<file path="src/inc/smr_map.svh">
`ifndef SMR_MAP_SVH
`define SMR_MAP_SVH

// ============================================================
// management register addresses
`define SMR_ADDR_CONTROL      5'h00
`define SMR_ADDR_STATUS       5'h01
`define SMR_ADDR_ID_HIGH      5'h02
`define SMR_ADDR_ID_LOW       5'h03
`define SMR_ADDR_ADVERT       5'h04
`define SMR_ADDR_EXT_STATUS   5'h0F
`define SMR_ADDR_IRQ_CONTROL  5'h10

// ============================================================
// control register field positions
`define SMR_CTL_RESET         15
`define SMR_CTL_LOOPBACK      14
`define SMR_CTL_SPEED_LSB     13
`define SMR_CTL_AN_ENABLE     12
`define SMR_CTL_POWER_DOWN    11
`define SMR_CTL_ISOLATE       10
`define SMR_CTL_AN_RESTART    9
`define SMR_CTL_DUPLEX        8
`define SMR_CTL_COL_TEST      7
`define SMR_CTL_SPEED_MSB     6
`define SMR_CTL_UNIDIR        5

// ============================================================
// interrupt control field positions
`define SMR_IRQ_STATUS        1
`define SMR_IRQ_ENABLE        0

// ============================================================
// reset values of stored bits
`define SMR_RST_LOOPBACK      1'b0
`define SMR_RST_AN_ENABLE     1'b1
`define SMR_RST_POWER_DOWN    1'b0
`define SMR_RST_ISOLATE       1'b1
`define SMR_RST_UNIDIR        1'b0
`define SMR_RST_IRQ_ENABLE    1'b1
`define SMR_RST_IRQ_STATUS    1'b0

// ============================================================
// fixed read values
`define SMR_VAL_SPEED_LSB     1'b0
`define SMR_VAL_SPEED_MSB     1'b1
`define SMR_VAL_DUPLEX        1'b1
`define SMR_VAL_COL_TEST      1'b0
`define SMR_VAL_STATUS        16'h01C0
`define SMR_STATUS_LINK       2
`define SMR_VAL_ADVERT        16'h0001
`define SMR_VAL_EXT_STATUS    16'h8000
`define SMR_VAL_ZERO          16'h0000

// ============================================================
// serial management frame
`define SMR_OP_READ           2'b10
`define SMR_OP_WRITE          2'b01
`define SMR_HDR_LAST          5'h0B
`define SMR_DATA_LAST         5'h0F

`endif

</file>
<file path="src/inc/smr_pkg.sv">
package smr_pkg;

  typedef logic [4:0]  smr_addr_t;
  typedef logic [15:0] smr_word_t;

  typedef enum logic [4:0] {
    SMR_IDLE   = 5'b00001,
    SMR_START  = 5'b00010,
    SMR_HEADER = 5'b00100,
    SMR_TURN   = 5'b01000,
    SMR_DATA   = 5'b10000
  } smr_state_t;

endpackage

</file>
<file path="src/inc/smr_pin_if.sv">
`timescale 1ns/10ps

interface smr_pin_if;
  logic mdc_rise;
  logic mdio_lvl;

  modport sync (
    output mdc_rise,
    output mdio_lvl
  );

  modport engine (
    input  mdc_rise,
    input  mdio_lvl
  );
endinterface

</file>
<file path="src/verilog/smr_pin_sync.sv">
`timescale 1ns/10ps

module smr_pin_sync (
  // clock and reset
  input  wire logic clk_i,
  input  wire logic rst_b_i,
  // raw management pins
  input  wire logic mdc_i,
  input  wire logic mdio_i,
  // filtered view
  smr_pin_if.sync   pins
);
  import smr_pkg::*;

  logic [1:0] raw;
  logic [1:0] stage1;
  logic [1:0] stage2;
  logic [1:0] stage3;
  logic [1:0] filt;
  logic [1:0] next_filt;
  logic       rise;
  logic       next_rise;

  assign raw = {mdio_i, mdc_i};

  // ============================================================
  // three-stage chain per pin, level moves once stages two and three agree
  genvar g;
  for (g = 0; g < 2; g++) begin : g_pin
    always_comb begin
      next_filt[g] = (stage2[g] == stage3[g]) ? stage3[g] : filt[g];
    end

    always_ff @(posedge clk_i or negedge rst_b_i) begin
      if (!rst_b_i) begin
        stage1[g] <= 1'b0;
        stage2[g] <= 1'b0;
        stage3[g] <= 1'b0;
        filt[g]   <= 1'b0;
      end else begin
        stage1[g] <= raw[g];
        stage2[g] <= stage1[g];
        stage3[g] <= stage2[g];
        filt[g]   <= next_filt[g];
      end
    end
  end

  // ============================================================
  // clock edge detect on the filtered level only
  always_comb begin
    next_rise = next_filt[0] & ~filt[0];
  end

  always_ff @(posedge clk_i or negedge rst_b_i) begin
    if (!rst_b_i) begin
      rise <= 1'b0;
    end else begin
      rise <= next_rise;
    end
  end

  assign pins.mdc_rise = rise;
  // data level taken in the same cycle the filtered clock rose; data must hold past the edge
  assign pins.mdio_lvl = filt[1];

endmodule

</file>
<file path="src/verilog/smr_mgmt_regs.sv">
`timescale 1ns/10ps
`include "smr_map.svh"

module smr_mgmt_regs #(
  // identifier words; values are arbitrary
  parameter logic [15:0] ID_HIGH = 16'h0000,
  parameter logic [15:0] ID_LOW  = 16'h0000
) (
  // clock and reset
  input  wire logic              clk_i,
  input  wire logic              rst_b_i,
  // management pins
  input  wire logic              mdc_i,
  input  wire logic              mdio_i,
  output logic                   mdio_o,
  output logic                   mdio_oe_o,
  input  wire smr_pkg::smr_addr_t phyad_i,
  // core status
  input  wire logic              an_complete_i,
  input  wire logic              link_up_i,
  input  wire logic              ten_bit_parallel_option_i,
  // core control
  output logic                   core_reset_o,
  output logic                   loopback_o,
  output logic                   external_wrap_o,
  output logic                   power_down_o,
  output logic                   isolate_o,
  output logic                   an_enable_o,
  output logic                   an_restart_o,
  output logic                   unidirectional_o,
  output logic                   negotiation_done_irq_out_o
);
  import smr_pkg::*;

  // ============================================================
  // pin synchroniser
  smr_pin_if pins ();

  smr_pin_sync u_sync (
    .clk_i   (clk_i),
    .rst_b_i (rst_b_i),
    .mdc_i   (mdc_i),
    .mdio_i  (mdio_i),
    .pins    (pins)
  );

  // ============================================================
  // state declarations
  smr_state_t state;
  smr_state_t next_state;
  logic [4:0] cnt;
  logic [4:0] next_cnt;
  smr_word_t  sh;
  smr_word_t  next_sh;
  logic       is_rd;
  logic       next_is_rd;
  logic       is_wr;
  logic       next_is_wr;
  smr_addr_t  wr_addr;
  smr_addr_t  next_wr_addr;
  logic       seen_one;
  logic       next_seen_one;
  logic       mdio_out;
  logic       next_mdio_out;
  logic       mdio_oe;
  logic       next_mdio_oe;
  logic       wr_stb;
  logic       next_wr_stb;
  smr_word_t  wr_data;
  smr_word_t  next_wr_data;

  logic [11:0] hdr;
  logic        hdr_match;
  smr_word_t   rd_word;

  logic loopback;
  logic next_loopback;
  logic an_enable;
  logic next_an_enable;
  logic power_down;
  logic next_power_down;
  logic isolate;
  logic next_isolate;
  logic unidir;
  logic next_unidir;
  logic irq_enable;
  logic next_irq_enable;
  logic irq_status;
  logic next_irq_status;
  logic core_reset;
  logic next_core_reset;
  logic an_restart;
  logic next_an_restart;
  logic wr_ctl;
  logic wr_irq;

  logic lb_int;
  logic next_lb_int;
  logic lb_ext;
  logic next_lb_ext;
  logic pd_out;
  logic next_pd_out;

  // ============================================================
  // read decode
  assign hdr       = {sh[10:0], pins.mdio_lvl};
  assign hdr_match = (hdr[9:5] == phyad_i);

  always_comb begin
    rd_word = `SMR_VAL_ZERO;
    case (hdr[4:0])
      `SMR_ADDR_CONTROL: begin
        rd_word[`SMR_CTL_LOOPBACK]   = loopback;
        rd_word[`SMR_CTL_SPEED_LSB]  = `SMR_VAL_SPEED_LSB;
        rd_word[`SMR_CTL_AN_ENABLE]  = an_enable;
        rd_word[`SMR_CTL_POWER_DOWN] = power_down;
        rd_word[`SMR_CTL_ISOLATE]    = isolate;
        rd_word[`SMR_CTL_DUPLEX]     = `SMR_VAL_DUPLEX;
        rd_word[`SMR_CTL_COL_TEST]   = `SMR_VAL_COL_TEST;
        rd_word[`SMR_CTL_SPEED_MSB]  = `SMR_VAL_SPEED_MSB;
        rd_word[`SMR_CTL_UNIDIR]     = unidir;
      end
      `SMR_ADDR_STATUS: begin
        rd_word                      = `SMR_VAL_STATUS;
        rd_word[`SMR_STATUS_LINK]    = link_up_i;
      end
      `SMR_ADDR_ID_HIGH:     rd_word = ID_HIGH;
      `SMR_ADDR_ID_LOW:      rd_word = ID_LOW;
      `SMR_ADDR_ADVERT:      rd_word = `SMR_VAL_ADVERT;
      `SMR_ADDR_EXT_STATUS:  rd_word = `SMR_VAL_EXT_STATUS;
      `SMR_ADDR_IRQ_CONTROL: begin
        rd_word[`SMR_IRQ_STATUS]     = irq_status;
        rd_word[`SMR_IRQ_ENABLE]     = irq_enable;
      end
      default:               rd_word = `SMR_VAL_ZERO;
    endcase
  end

  // ============================================================
  // serial frame engine, acts on filtered clock rises only
  always_comb begin
    next_state    = state;
    next_cnt      = cnt;
    next_sh       = sh;
    next_is_rd    = is_rd;
    next_is_wr    = is_wr;
    next_wr_addr  = wr_addr;
    next_seen_one = seen_one;
    next_mdio_out = mdio_out;
    next_mdio_oe  = mdio_oe;
    next_wr_stb   = 1'b0;
    next_wr_data  = wr_data;
    if (pins.mdc_rise) begin
      case (state)
        SMR_IDLE: begin
          // preamble may be as short as one idle bit
          next_seen_one = pins.mdio_lvl;
          if (!pins.mdio_lvl && seen_one) begin
            next_state = SMR_START;
          end
        end
        SMR_START: begin
          if (pins.mdio_lvl) begin
            next_state = SMR_HEADER;
            next_cnt   = 5'h00;
          end else begin
            next_state    = SMR_IDLE;
            next_seen_one = 1'b0;
          end
        end
        SMR_HEADER: begin
          next_sh  = {sh[14:0], pins.mdio_lvl};
          next_cnt = cnt + 5'h01;
          if (cnt == `SMR_HDR_LAST) begin
            next_is_rd   = hdr_match && (hdr[11:10] == `SMR_OP_READ);
            next_is_wr   = hdr_match && (hdr[11:10] == `SMR_OP_WRITE);
            next_wr_addr = hdr[4:0];
            next_sh      = rd_word;
            next_cnt     = 5'h00;
            if ((hdr[11:10] == `SMR_OP_READ) || (hdr[11:10] == `SMR_OP_WRITE)) begin
              next_state = SMR_TURN;
            end else begin
              next_state    = SMR_IDLE;
              next_seen_one = 1'b0;
            end
          end
        end
        SMR_TURN: begin
          if (cnt == 5'h00) begin
            next_cnt = 5'h01;
            // second turnaround bit is driven low by the addressed device
            if (is_rd) begin
              next_mdio_oe  = 1'b1;
              next_mdio_out = 1'b0;
            end
          end else begin
            next_cnt   = 5'h00;
            next_state = SMR_DATA;
            if (is_rd) begin
              next_mdio_out = sh[15];
              next_sh       = {sh[14:0], 1'b0};
            end
          end
        end
        SMR_DATA: begin
          next_cnt = cnt + 5'h01;
          if (is_rd) begin
            next_mdio_out = sh[15];
            next_sh       = {sh[14:0], 1'b0};
          end else begin
            next_sh       = {sh[14:0], pins.mdio_lvl};
          end
          if (cnt == `SMR_DATA_LAST) begin
            next_mdio_oe  = 1'b0;
            next_mdio_out = 1'b0;
            next_wr_stb   = is_wr;
            next_wr_data  = {sh[14:0], pins.mdio_lvl};
            next_is_rd    = 1'b0;
            next_is_wr    = 1'b0;
            next_seen_one = 1'b0;
            next_state    = SMR_IDLE;
          end
        end
        default: begin
          next_state    = SMR_IDLE;
          next_mdio_oe  = 1'b0;
          next_seen_one = 1'b0;
        end
      endcase
    end
  end

  always_ff @(posedge clk_i or negedge rst_b_i) begin
    if (!rst_b_i) begin
      state    <= SMR_IDLE;
      cnt      <= 5'h00;
      sh       <= 16'h0000;
      is_rd    <= 1'b0;
      is_wr    <= 1'b0;
      wr_addr  <= 5'h00;
      seen_one <= 1'b0;
      mdio_out <= 1'b0;
      mdio_oe  <= 1'b0;
      wr_stb   <= 1'b0;
      wr_data  <= 16'h0000;
    end else begin
      state    <= next_state;
      cnt      <= next_cnt;
      sh       <= next_sh;
      is_rd    <= next_is_rd;
      is_wr    <= next_is_wr;
      wr_addr  <= next_wr_addr;
      seen_one <= next_seen_one;
      mdio_out <= next_mdio_out;
      mdio_oe  <= next_mdio_oe;
      wr_stb   <= next_wr_stb;
      wr_data  <= next_wr_data;
    end
  end

  // ============================================================
  // control and interrupt registers
  assign wr_ctl = wr_stb && (wr_addr == `SMR_ADDR_CONTROL);
  assign wr_irq = wr_stb && (wr_addr == `SMR_ADDR_IRQ_CONTROL);

  always_comb begin
    next_loopback   = loopback;
    next_an_enable  = an_enable;
    next_power_down = power_down;
    next_isolate    = isolate;
    next_unidir     = unidir;
    next_irq_enable = irq_enable;
    next_irq_status = irq_status;
    next_core_reset = 1'b0;
    next_an_restart = 1'b0;
    // only named bits are stored; reserved and fixed bits of a write fall away
    if (wr_ctl) begin
      next_loopback  = wr_data[`SMR_CTL_LOOPBACK];
      next_an_enable = wr_data[`SMR_CTL_AN_ENABLE];
      next_isolate   = wr_data[`SMR_CTL_ISOLATE];
      next_unidir    = wr_data[`SMR_CTL_UNIDIR];
      if (wr_data[`SMR_CTL_POWER_DOWN]) begin
        next_power_down = 1'b1;
      end
      next_an_restart = wr_data[`SMR_CTL_AN_RESTART];
    end
    if (wr_irq) begin
      next_irq_enable = wr_data[`SMR_IRQ_ENABLE];
      // a one written here is a no-op, only completion sets the bit
      if (!wr_data[`SMR_IRQ_STATUS]) begin
        next_irq_status = 1'b0;
      end
    end
    // completion in the cycle of a clearing write still sets the flag
    if (an_complete_i) begin
      next_irq_status = 1'b1;
    end
    if (!next_irq_enable) begin
      next_irq_status = 1'b0;
    end
    // soft reset returns everything to defaults and is the only way out of power down
    if (wr_ctl && wr_data[`SMR_CTL_RESET]) begin
      next_core_reset = 1'b1;
      next_loopback   = `SMR_RST_LOOPBACK;
      next_an_enable  = `SMR_RST_AN_ENABLE;
      next_power_down = `SMR_RST_POWER_DOWN;
      next_isolate    = `SMR_RST_ISOLATE;
      next_unidir     = `SMR_RST_UNIDIR;
      next_irq_enable = `SMR_RST_IRQ_ENABLE;
      next_irq_status = `SMR_RST_IRQ_STATUS;
      next_an_restart = 1'b0;
    end
  end

  always_ff @(posedge clk_i or negedge rst_b_i) begin
    if (!rst_b_i) begin
      loopback   <= `SMR_RST_LOOPBACK;
      an_enable  <= `SMR_RST_AN_ENABLE;
      power_down <= `SMR_RST_POWER_DOWN;
      isolate    <= `SMR_RST_ISOLATE;
      unidir     <= `SMR_RST_UNIDIR;
      irq_enable <= `SMR_RST_IRQ_ENABLE;
      irq_status <= `SMR_RST_IRQ_STATUS;
      core_reset <= 1'b0;
      an_restart <= 1'b0;
    end else begin
      loopback   <= next_loopback;
      an_enable  <= next_an_enable;
      power_down <= next_power_down;
      isolate    <= next_isolate;
      unidir     <= next_unidir;
      irq_enable <= next_irq_enable;
      irq_status <= next_irq_status;
      core_reset <= next_core_reset;
      an_restart <= next_an_restart;
    end
  end

  // ============================================================
  // option-dependent outputs, registered alongside the bits they follow
  always_comb begin
    next_lb_int = next_loopback & ~ten_bit_parallel_option_i;
    next_lb_ext = next_loopback & ten_bit_parallel_option_i;
    next_pd_out = next_power_down & ~ten_bit_parallel_option_i;
  end

  always_ff @(posedge clk_i or negedge rst_b_i) begin
    if (!rst_b_i) begin
      lb_int <= 1'b0;
      lb_ext <= 1'b0;
      pd_out <= 1'b0;
    end else begin
      lb_int <= next_lb_int;
      lb_ext <= next_lb_ext;
      pd_out <= next_pd_out;
    end
  end

  // ============================================================
  // outputs
  assign mdio_o                     = mdio_out;
  assign mdio_oe_o                  = mdio_oe;
  assign core_reset_o               = core_reset;
  assign loopback_o                 = lb_int;
  assign external_wrap_o            = lb_ext;
  assign power_down_o               = pd_out;
  assign isolate_o                  = isolate;
  assign an_enable_o                = an_enable;
  assign an_restart_o               = an_restart;
  assign unidirectional_o           = unidir;
  assign negotiation_done_irq_out_o = irq_status;

endmodule

</file>
<file path="config.mk">
export PLATFORM = sky130hd
export DESIGN_NAME = smr_mgmt_regs
export DESIGN_NICKNAME = d
export VERILOG_FILES = /design/src/inc/smr_pkg.sv /design/src/inc/smr_pin_if.sv /design/src/verilog/smr_pin_sync.sv /design/src/verilog/smr_mgmt_regs.sv
export VERILOG_INCLUDE_DIRS = /design/src /design/src/inc
export SDC_FILE = /design/constraint.sdc
export NUM_CORES = 1
export LEC_CHECK = 0
export BUFFER_PORTS_ARGS = -buffer_cell sky130_fd_sc_hd__buf_4
export CAP_MARGIN = 20
export CORE_UTILIZATION = 55
export DETAILED_ROUTE_END_ITERATION = 6
export GPL_ROUTABILITY_DRIVEN = 0
export MAX_ROUTING_LAYER = met4
export PLACE_DENSITY_LB_ADDON = 0.25
export SYNTH_ARGS = -nofsm -noshare
export SYNTH_HDL_FRONTEND = slang
export SYNTH_HIERARCHICAL = 1
export SYNTH_SLANG_ARGS = --single-unit
</file>
<file path="constraint.sdc">
create_clock -name clk_i -period 2.2 [get_ports clk_i]
set_input_delay 0.11 -clock clk_i [delete_from_list [all_inputs] [get_ports clk_i]]
set_output_delay 0.11 -clock clk_i [all_outputs]
set_load 0.01 [all_outputs]
</file>
* Word-level counts from Yosys, hierarchy flattened
Index checks and enable logic that the tools add are counted. W data, S select, Z words.
Storage, ports and cells: logic and storage cells 160, bits of input ports 12, output and inout port bits 11, register bits after elaboration 74
Operators by class: muxes and demuxes 63, bitwise operators 8, reduce and logical (&&, ||, !) cells 27, eq/ne operators 29, add/subtract/negate cells 1
Operator list (count):
- $mux W16 | 3
- $pmux W16 S3 | 1
- $mux W1 | 41
- $mux W5 | 7
- $pmux W5 S5 | 1
- $eq A5 B4 Y1 const B | 4
- $pmux W5 S4 | 1
- $ne A2 B2 Y1 const B | 8
- $eq A5 B5 Y1 const B | 3
- $logic_not A5 Y1 | 3
- $reduce_and A3 Y1 | 4
- $eq A5 B1 Y1 const B | 2
- $eq A5 B3 Y1 const B | 2
- $reduce_and A5 Y1 | 2
- $ne A4 B3 Y1 const B | 2
- $pmux W4 S2 | 1
- $reduce_and A4 Y1 | 2
- $logic_and A1 B1 Y1 | 6
- $pmux W1 S2 | 3
- $reduce_and A6 Y1 | 1
- $reduce_bool A2 Y1 | 3
- $add A5 B1 Y5 const B | 1
- $eq A5 B2 Y1 const B | 1
- $eq A5 B5 Y1 | 1
- other kinds (18) | 25

* Depth between registers and ports, before layout
depth in word-level cells 6, mapped depth 7

* By module
The synthesis kept the hierarchy.
By module, submodules not included:
- smr_mgmt_regs | area each 3270.6 sq um, cells an instance 285, times used 1
- smr_pin_sync | area each 257.7 sq um, cells an instance 12, times used 1

* Worst setup path after synthesis
Ideal clock, no wire load.
kind register to register, start register cnt[0], end register sh[14], period minus slack after synthesis 1.912 ns, arrival time 1.787 ns, stages on the path, launching flop included 7, path buffers 1, setup time 0.125 ns, setup slack 0.288 ns, data required time 2.075 ns, path through dfrtp_1 > ha_1 > nand4bb_1 > a21oi_2 > buf_6 > mux2_1 > mux2_4
Between the ends: cells in the longest elaborated chain, start to end 3
Ends and longest elaborated chain:
- from (decl) | RTL line smr_mgmt_regs.sv:51 | logic [4:0] cnt;
- from (signal assigned) | RTL line smr_mgmt_regs.sv:248 | cnt <= next_cnt;
- $eq A5 B4 Y1 (no source line) / $logic_not A5 Y1 (equally long branches)
- $mux W16 / $ne A2 B2 Y1 (equally long branches)
- $pmux W16 S3 / $reduce_and A4 Y1 (equally long branches)
- to (signal assigned) | RTL line smr_mgmt_regs.sv:249 | sh <= next_sh;
- to (decl) | RTL line smr_mgmt_regs.sv:53 | smr_word_t sh;
Several ways; a longest one is shown, not always the timed one. A chain may end at the register's enable or synchronous reset.

* Worst setup path in the final report
start register state[2], end register wr_data[0]
Between the ends: cells in the longest elaborated chain, start to end 2
Ends and longest elaborated chain:
- from (decl) | RTL line smr_mgmt_regs.sv:49 | smr_state_t state;
- from (signal assigned) | RTL line smr_mgmt_regs.sv:247 | state <= next_state;
- $eq A5 B5 Y1 | RTL line smr_mgmt_regs.sv:154 | case (state)
- $reduce_and A3 Y1 (no source line)
- to (signal assigned) | RTL line smr_mgmt_regs.sv:257 | wr_data <= next_wr_data;
- to (decl) | RTL line smr_mgmt_regs.sv:69 | smr_word_t wr_data;
No other way between the ends.

==> results_dict.tcl <==
set metrics [dict create \
    die_h_microns 82.1 \
    rsz0062_at_grt "no" \
    grt.total_usage_pct 25.3 \
    synth_xor_area_share_pct 1.99 \
    p_leak_nw 1.86 \
    holdWs_ns 0.00577 \
    grt_pass1_wl_microns 12000 \
    yosysWarnings 6 \
    crit_type "reg -> reg" \
    drc_errors 0 \
    drt-initial-drc-count 218 \
    yosysTopAreaCellShare_pct 44.7 \
    antenna_cells 0 \
    slew_headroom_pct 45.6 \
    min_period_ns 2.09 \
    ys_seq_area_share_pct 47.7 \
    status "completed" \
    synth_edf_count 0 \
    antenna_found_initial 0 \
    io_buffers 22 \
    ioPinCount 23 \
    fin_setup_tns_ns 0 \
    clk-insertion-delay-late_ns 0.35 \
    area_growth_pct 14.8 \
    post_cts_buffers 0 \
    yosysUniqueCellTypes 72 \
    initial_core_util_pct 58.2 \
    synth_top_family_by_area "simple AND/OR/NAND/NOR gates" \
    dr.pass1.iters 4 \
    clkTransAtPathRegs_ns 0.07 \
    synthMuxAreaShare_pct 15.1 \
    core-area_sq_um 6060 \
    drv_slew 0 \
    p_per_area_nw_per_um2 844 \
    cts_tree "yes" \
    path_max_fanout 13 \
    period_share_pct 95.1 \
    cp.required_ns 2.43 \
    setup_viol 0 \
    netlist_area_sq_um 3530 \
    via_per_inst 5.93 \
    final_nets 345 \
    first_global_vias 2358 \
    start_kind "flop" \
    clockBufferDepth 2 \
    ir_worst_vdd_v 0.000531 \
    worst_hold_path_type "in -> reg" \
    post-dp-hpwl_microns 4950 \
    dr_total_vias 2421 \
    gr-total-overflow 0 \
    htree_levels 3 \
    synthFlopType "dfrtp_1" \
    yosys.area.top_type "dfrtp_1" \
    synth.net_count 314 \
    synth_area_leaders "dfrtp_1 45%, mux2_4 5.5%, mux2_2 4.1%" \
    cp-end-kind "flop" \
    fin_skew_ns 0.0131 \
    clock_sinks 67 \
    worstPathArrival_ns 2.32 \
    die_w_microns 82.1 \
    routedWlPerCell_microns 17.4 \
    synthCells 297 \
    synth-seq-cells 67 \
    tightest_slew_ns 0.817 \
    syn_avg_cell_area_sq_um 11.9 \
    cts_root_buffer "clkbuf_8" \
    dieArea_sq_um 6740 \
    grt_max_degree 68 \
    final_antenna_net_count 0 \
    wirelength_microns 7120 \
    max-cap-violations 0 \
    drive_above_1_share_pct 29.7 \
    async_flop_share_pct 100 \
    synthSimpleGateAreaFrac_pct 19.6 \
    fillerInstances 459 \
    max_freq_mhz 478 \
    num_rows 28 \
    numCtsBuffers 9 \
    synth_compound_area_share_pct 9.15 \
    synth_fa_ha_area_share_pct 2.41 \
    hold_violations 0 \
]
==> placed cells by master, fill, tap and decap left out, types with 3 or more instances in the layout <==
cell type      instances
mux2i_1                8
xor2_1                 3
nor2b_1                6
dfstp_2                4
nand4_1                3
mux2_1                10
a211oi_1               3
buf_4                 27
nor2_1                14
nor3_2                 4
nand3_1                9
nor3_1                 5
nand2_1                8
inv_1                 15
mux2_4                13
xnor2_1                5
nor3b_1                5
clkinv_4               3
a21oi_1                7
clkbuf_8              10
dfrtp_1               62
o21ai_0                6
mux2_2                13
and3_1                 6
dlygate4sd3_1          4
ha_1                   5
nand3b_1               3
nand2b_1               9
==> Yosys cell counts, types with 3 or more instances <==
| library cell | instances |
|---|---|
| a211oi_1 | 3 |
| mux2i_1 | 8 |
| buf_6 | 3 |
| mux2_1 | 10 |
| inv_1 | 15 |
| dfstp_2 | 4 |
| clkbuf_1 | 3 |
| o21ai_0 | 6 |
| nand2b_1 | 9 |
| ha_1 | 5 |
| dfrtp_1 | 63 |
| nor3_1 | 5 |
| buf_2 | 5 |
| xnor2_1 | 5 |
| nor3_2 | 4 |
| a21oi_1 | 7 |
| nand4_1 | 3 |
| mux2_2 | 13 |
| nor2b_1 | 6 |
| nand2_1 | 8 |
| nand3_1 | 9 |
| and3_1 | 6 |
| xor2_1 | 3 |
| mux2_4 | 13 |
| nor2_1 | 14 |
| nand3b_1 | 3 |
| nor3b_1 | 5 |
==> registers in the layout (all words and copies together), names as in the netlist, 2 cells and up <==
register	count
wr_data	9
state	5
wr_addr	5
u_sync/stage1	2
cnt	5
sh	16
u_sync/stage2	2
u_sync/stage3	2
==> metal layers <==
layer	GRT usage [%]	up-vias	routed length [microns]
met1	36.5	1217	3640
met2	35.2	47	3150
met5	-	-	0
li1	-	1141	-
met4	11.1	0	151
met3	3.74	16	184
==> worst max-delay path, stage by stage (launching register included) <==
cell     delay (ns)
dfrtp_1        0.53
or3b_4         0.48
nor2_2         0.14
nand3_2        0.37
mux2_1         0.45
==> power breakdown <==
part	total [mW]	switching, mW	internal (mW)
Sequential	1.51	0.189	1.32
Combinational	0.741	0.405	0.337
Clock	1.17	0.490	0.675
Total	3.42	1.08	2.34
==> path summary, 6_finish.rpt <==
kind	from	end	slack, ns	cells past startpoint
setup / recovery	state[2]$_DFFE_PN0P_	wr_data[0]$_DFFE_PN0P_	0.11	4
hold / removal	an_complete_i	negotiation_done_irq_out_o$_DFFE_PN0P_	0.006	3
setup reg to reg	state[2]$_DFFE_PN0P_	wr_data[0]$_DFFE_PN0P_	0.11	4
hold reg to reg	u_sync/stage1[1]$_DFF_PN0_	u_sync/stage2[1]$_DFF_PN0_	0.35	0
max in group asynchronous	rst_b_i	state[4]$_DFFE_PN0P_	1.20	2
min in group asynchronous	rst_b_i	power_down$_DFF_PN0_	0.38	2
==> layout make-up <==
cell class              instances  area [sq um]  area share [%]
repair buffers                 33           283            6.98
well taps                      75          93.8            2.32
flip-flops and latches         67          1680            41.6
inverters                      15          56.3            1.39
clock inverters                 5          86.3            2.13
clock buffers                  11           141            3.49
multi-input cells             202          1710            42.1
==> metrics by stage <==
step	power [mW]	area (sq um)	utilization (%)	setup slack [ns]	std cells
finish	3.42	4050	66.8	0.108	408
global route	3.56	4050	66.8	0.0154	408
CTS	3.41	4050	66.8	0.112	408
detailed placement	2.25	3780	62.4	0.114	388
global placement	2.23	3780	62.4	0.144	388
floorplan	2.05	3530	-	0.288	297
==> cell families (layout without fill, tap and decap cells) <==
logic type | after synthesis | in the layout
compound gates | 42 | 42
xor+xnor | 8 | 8
fa+ha+maj | 7 | 7
buf+inv | 28 | 64
flops | 67 | 67
mux | 44 | 44
simple gates | 101 | 101
==> repair_timing <==
action                                  4_1_cts  5_1_grt
endpoints found under the setup margin        0        2
resized for setup                             0        1
hold buffers                                  4        0
endpoints found under the hold margin        67        0
Power figures use the tool's default switching activity.
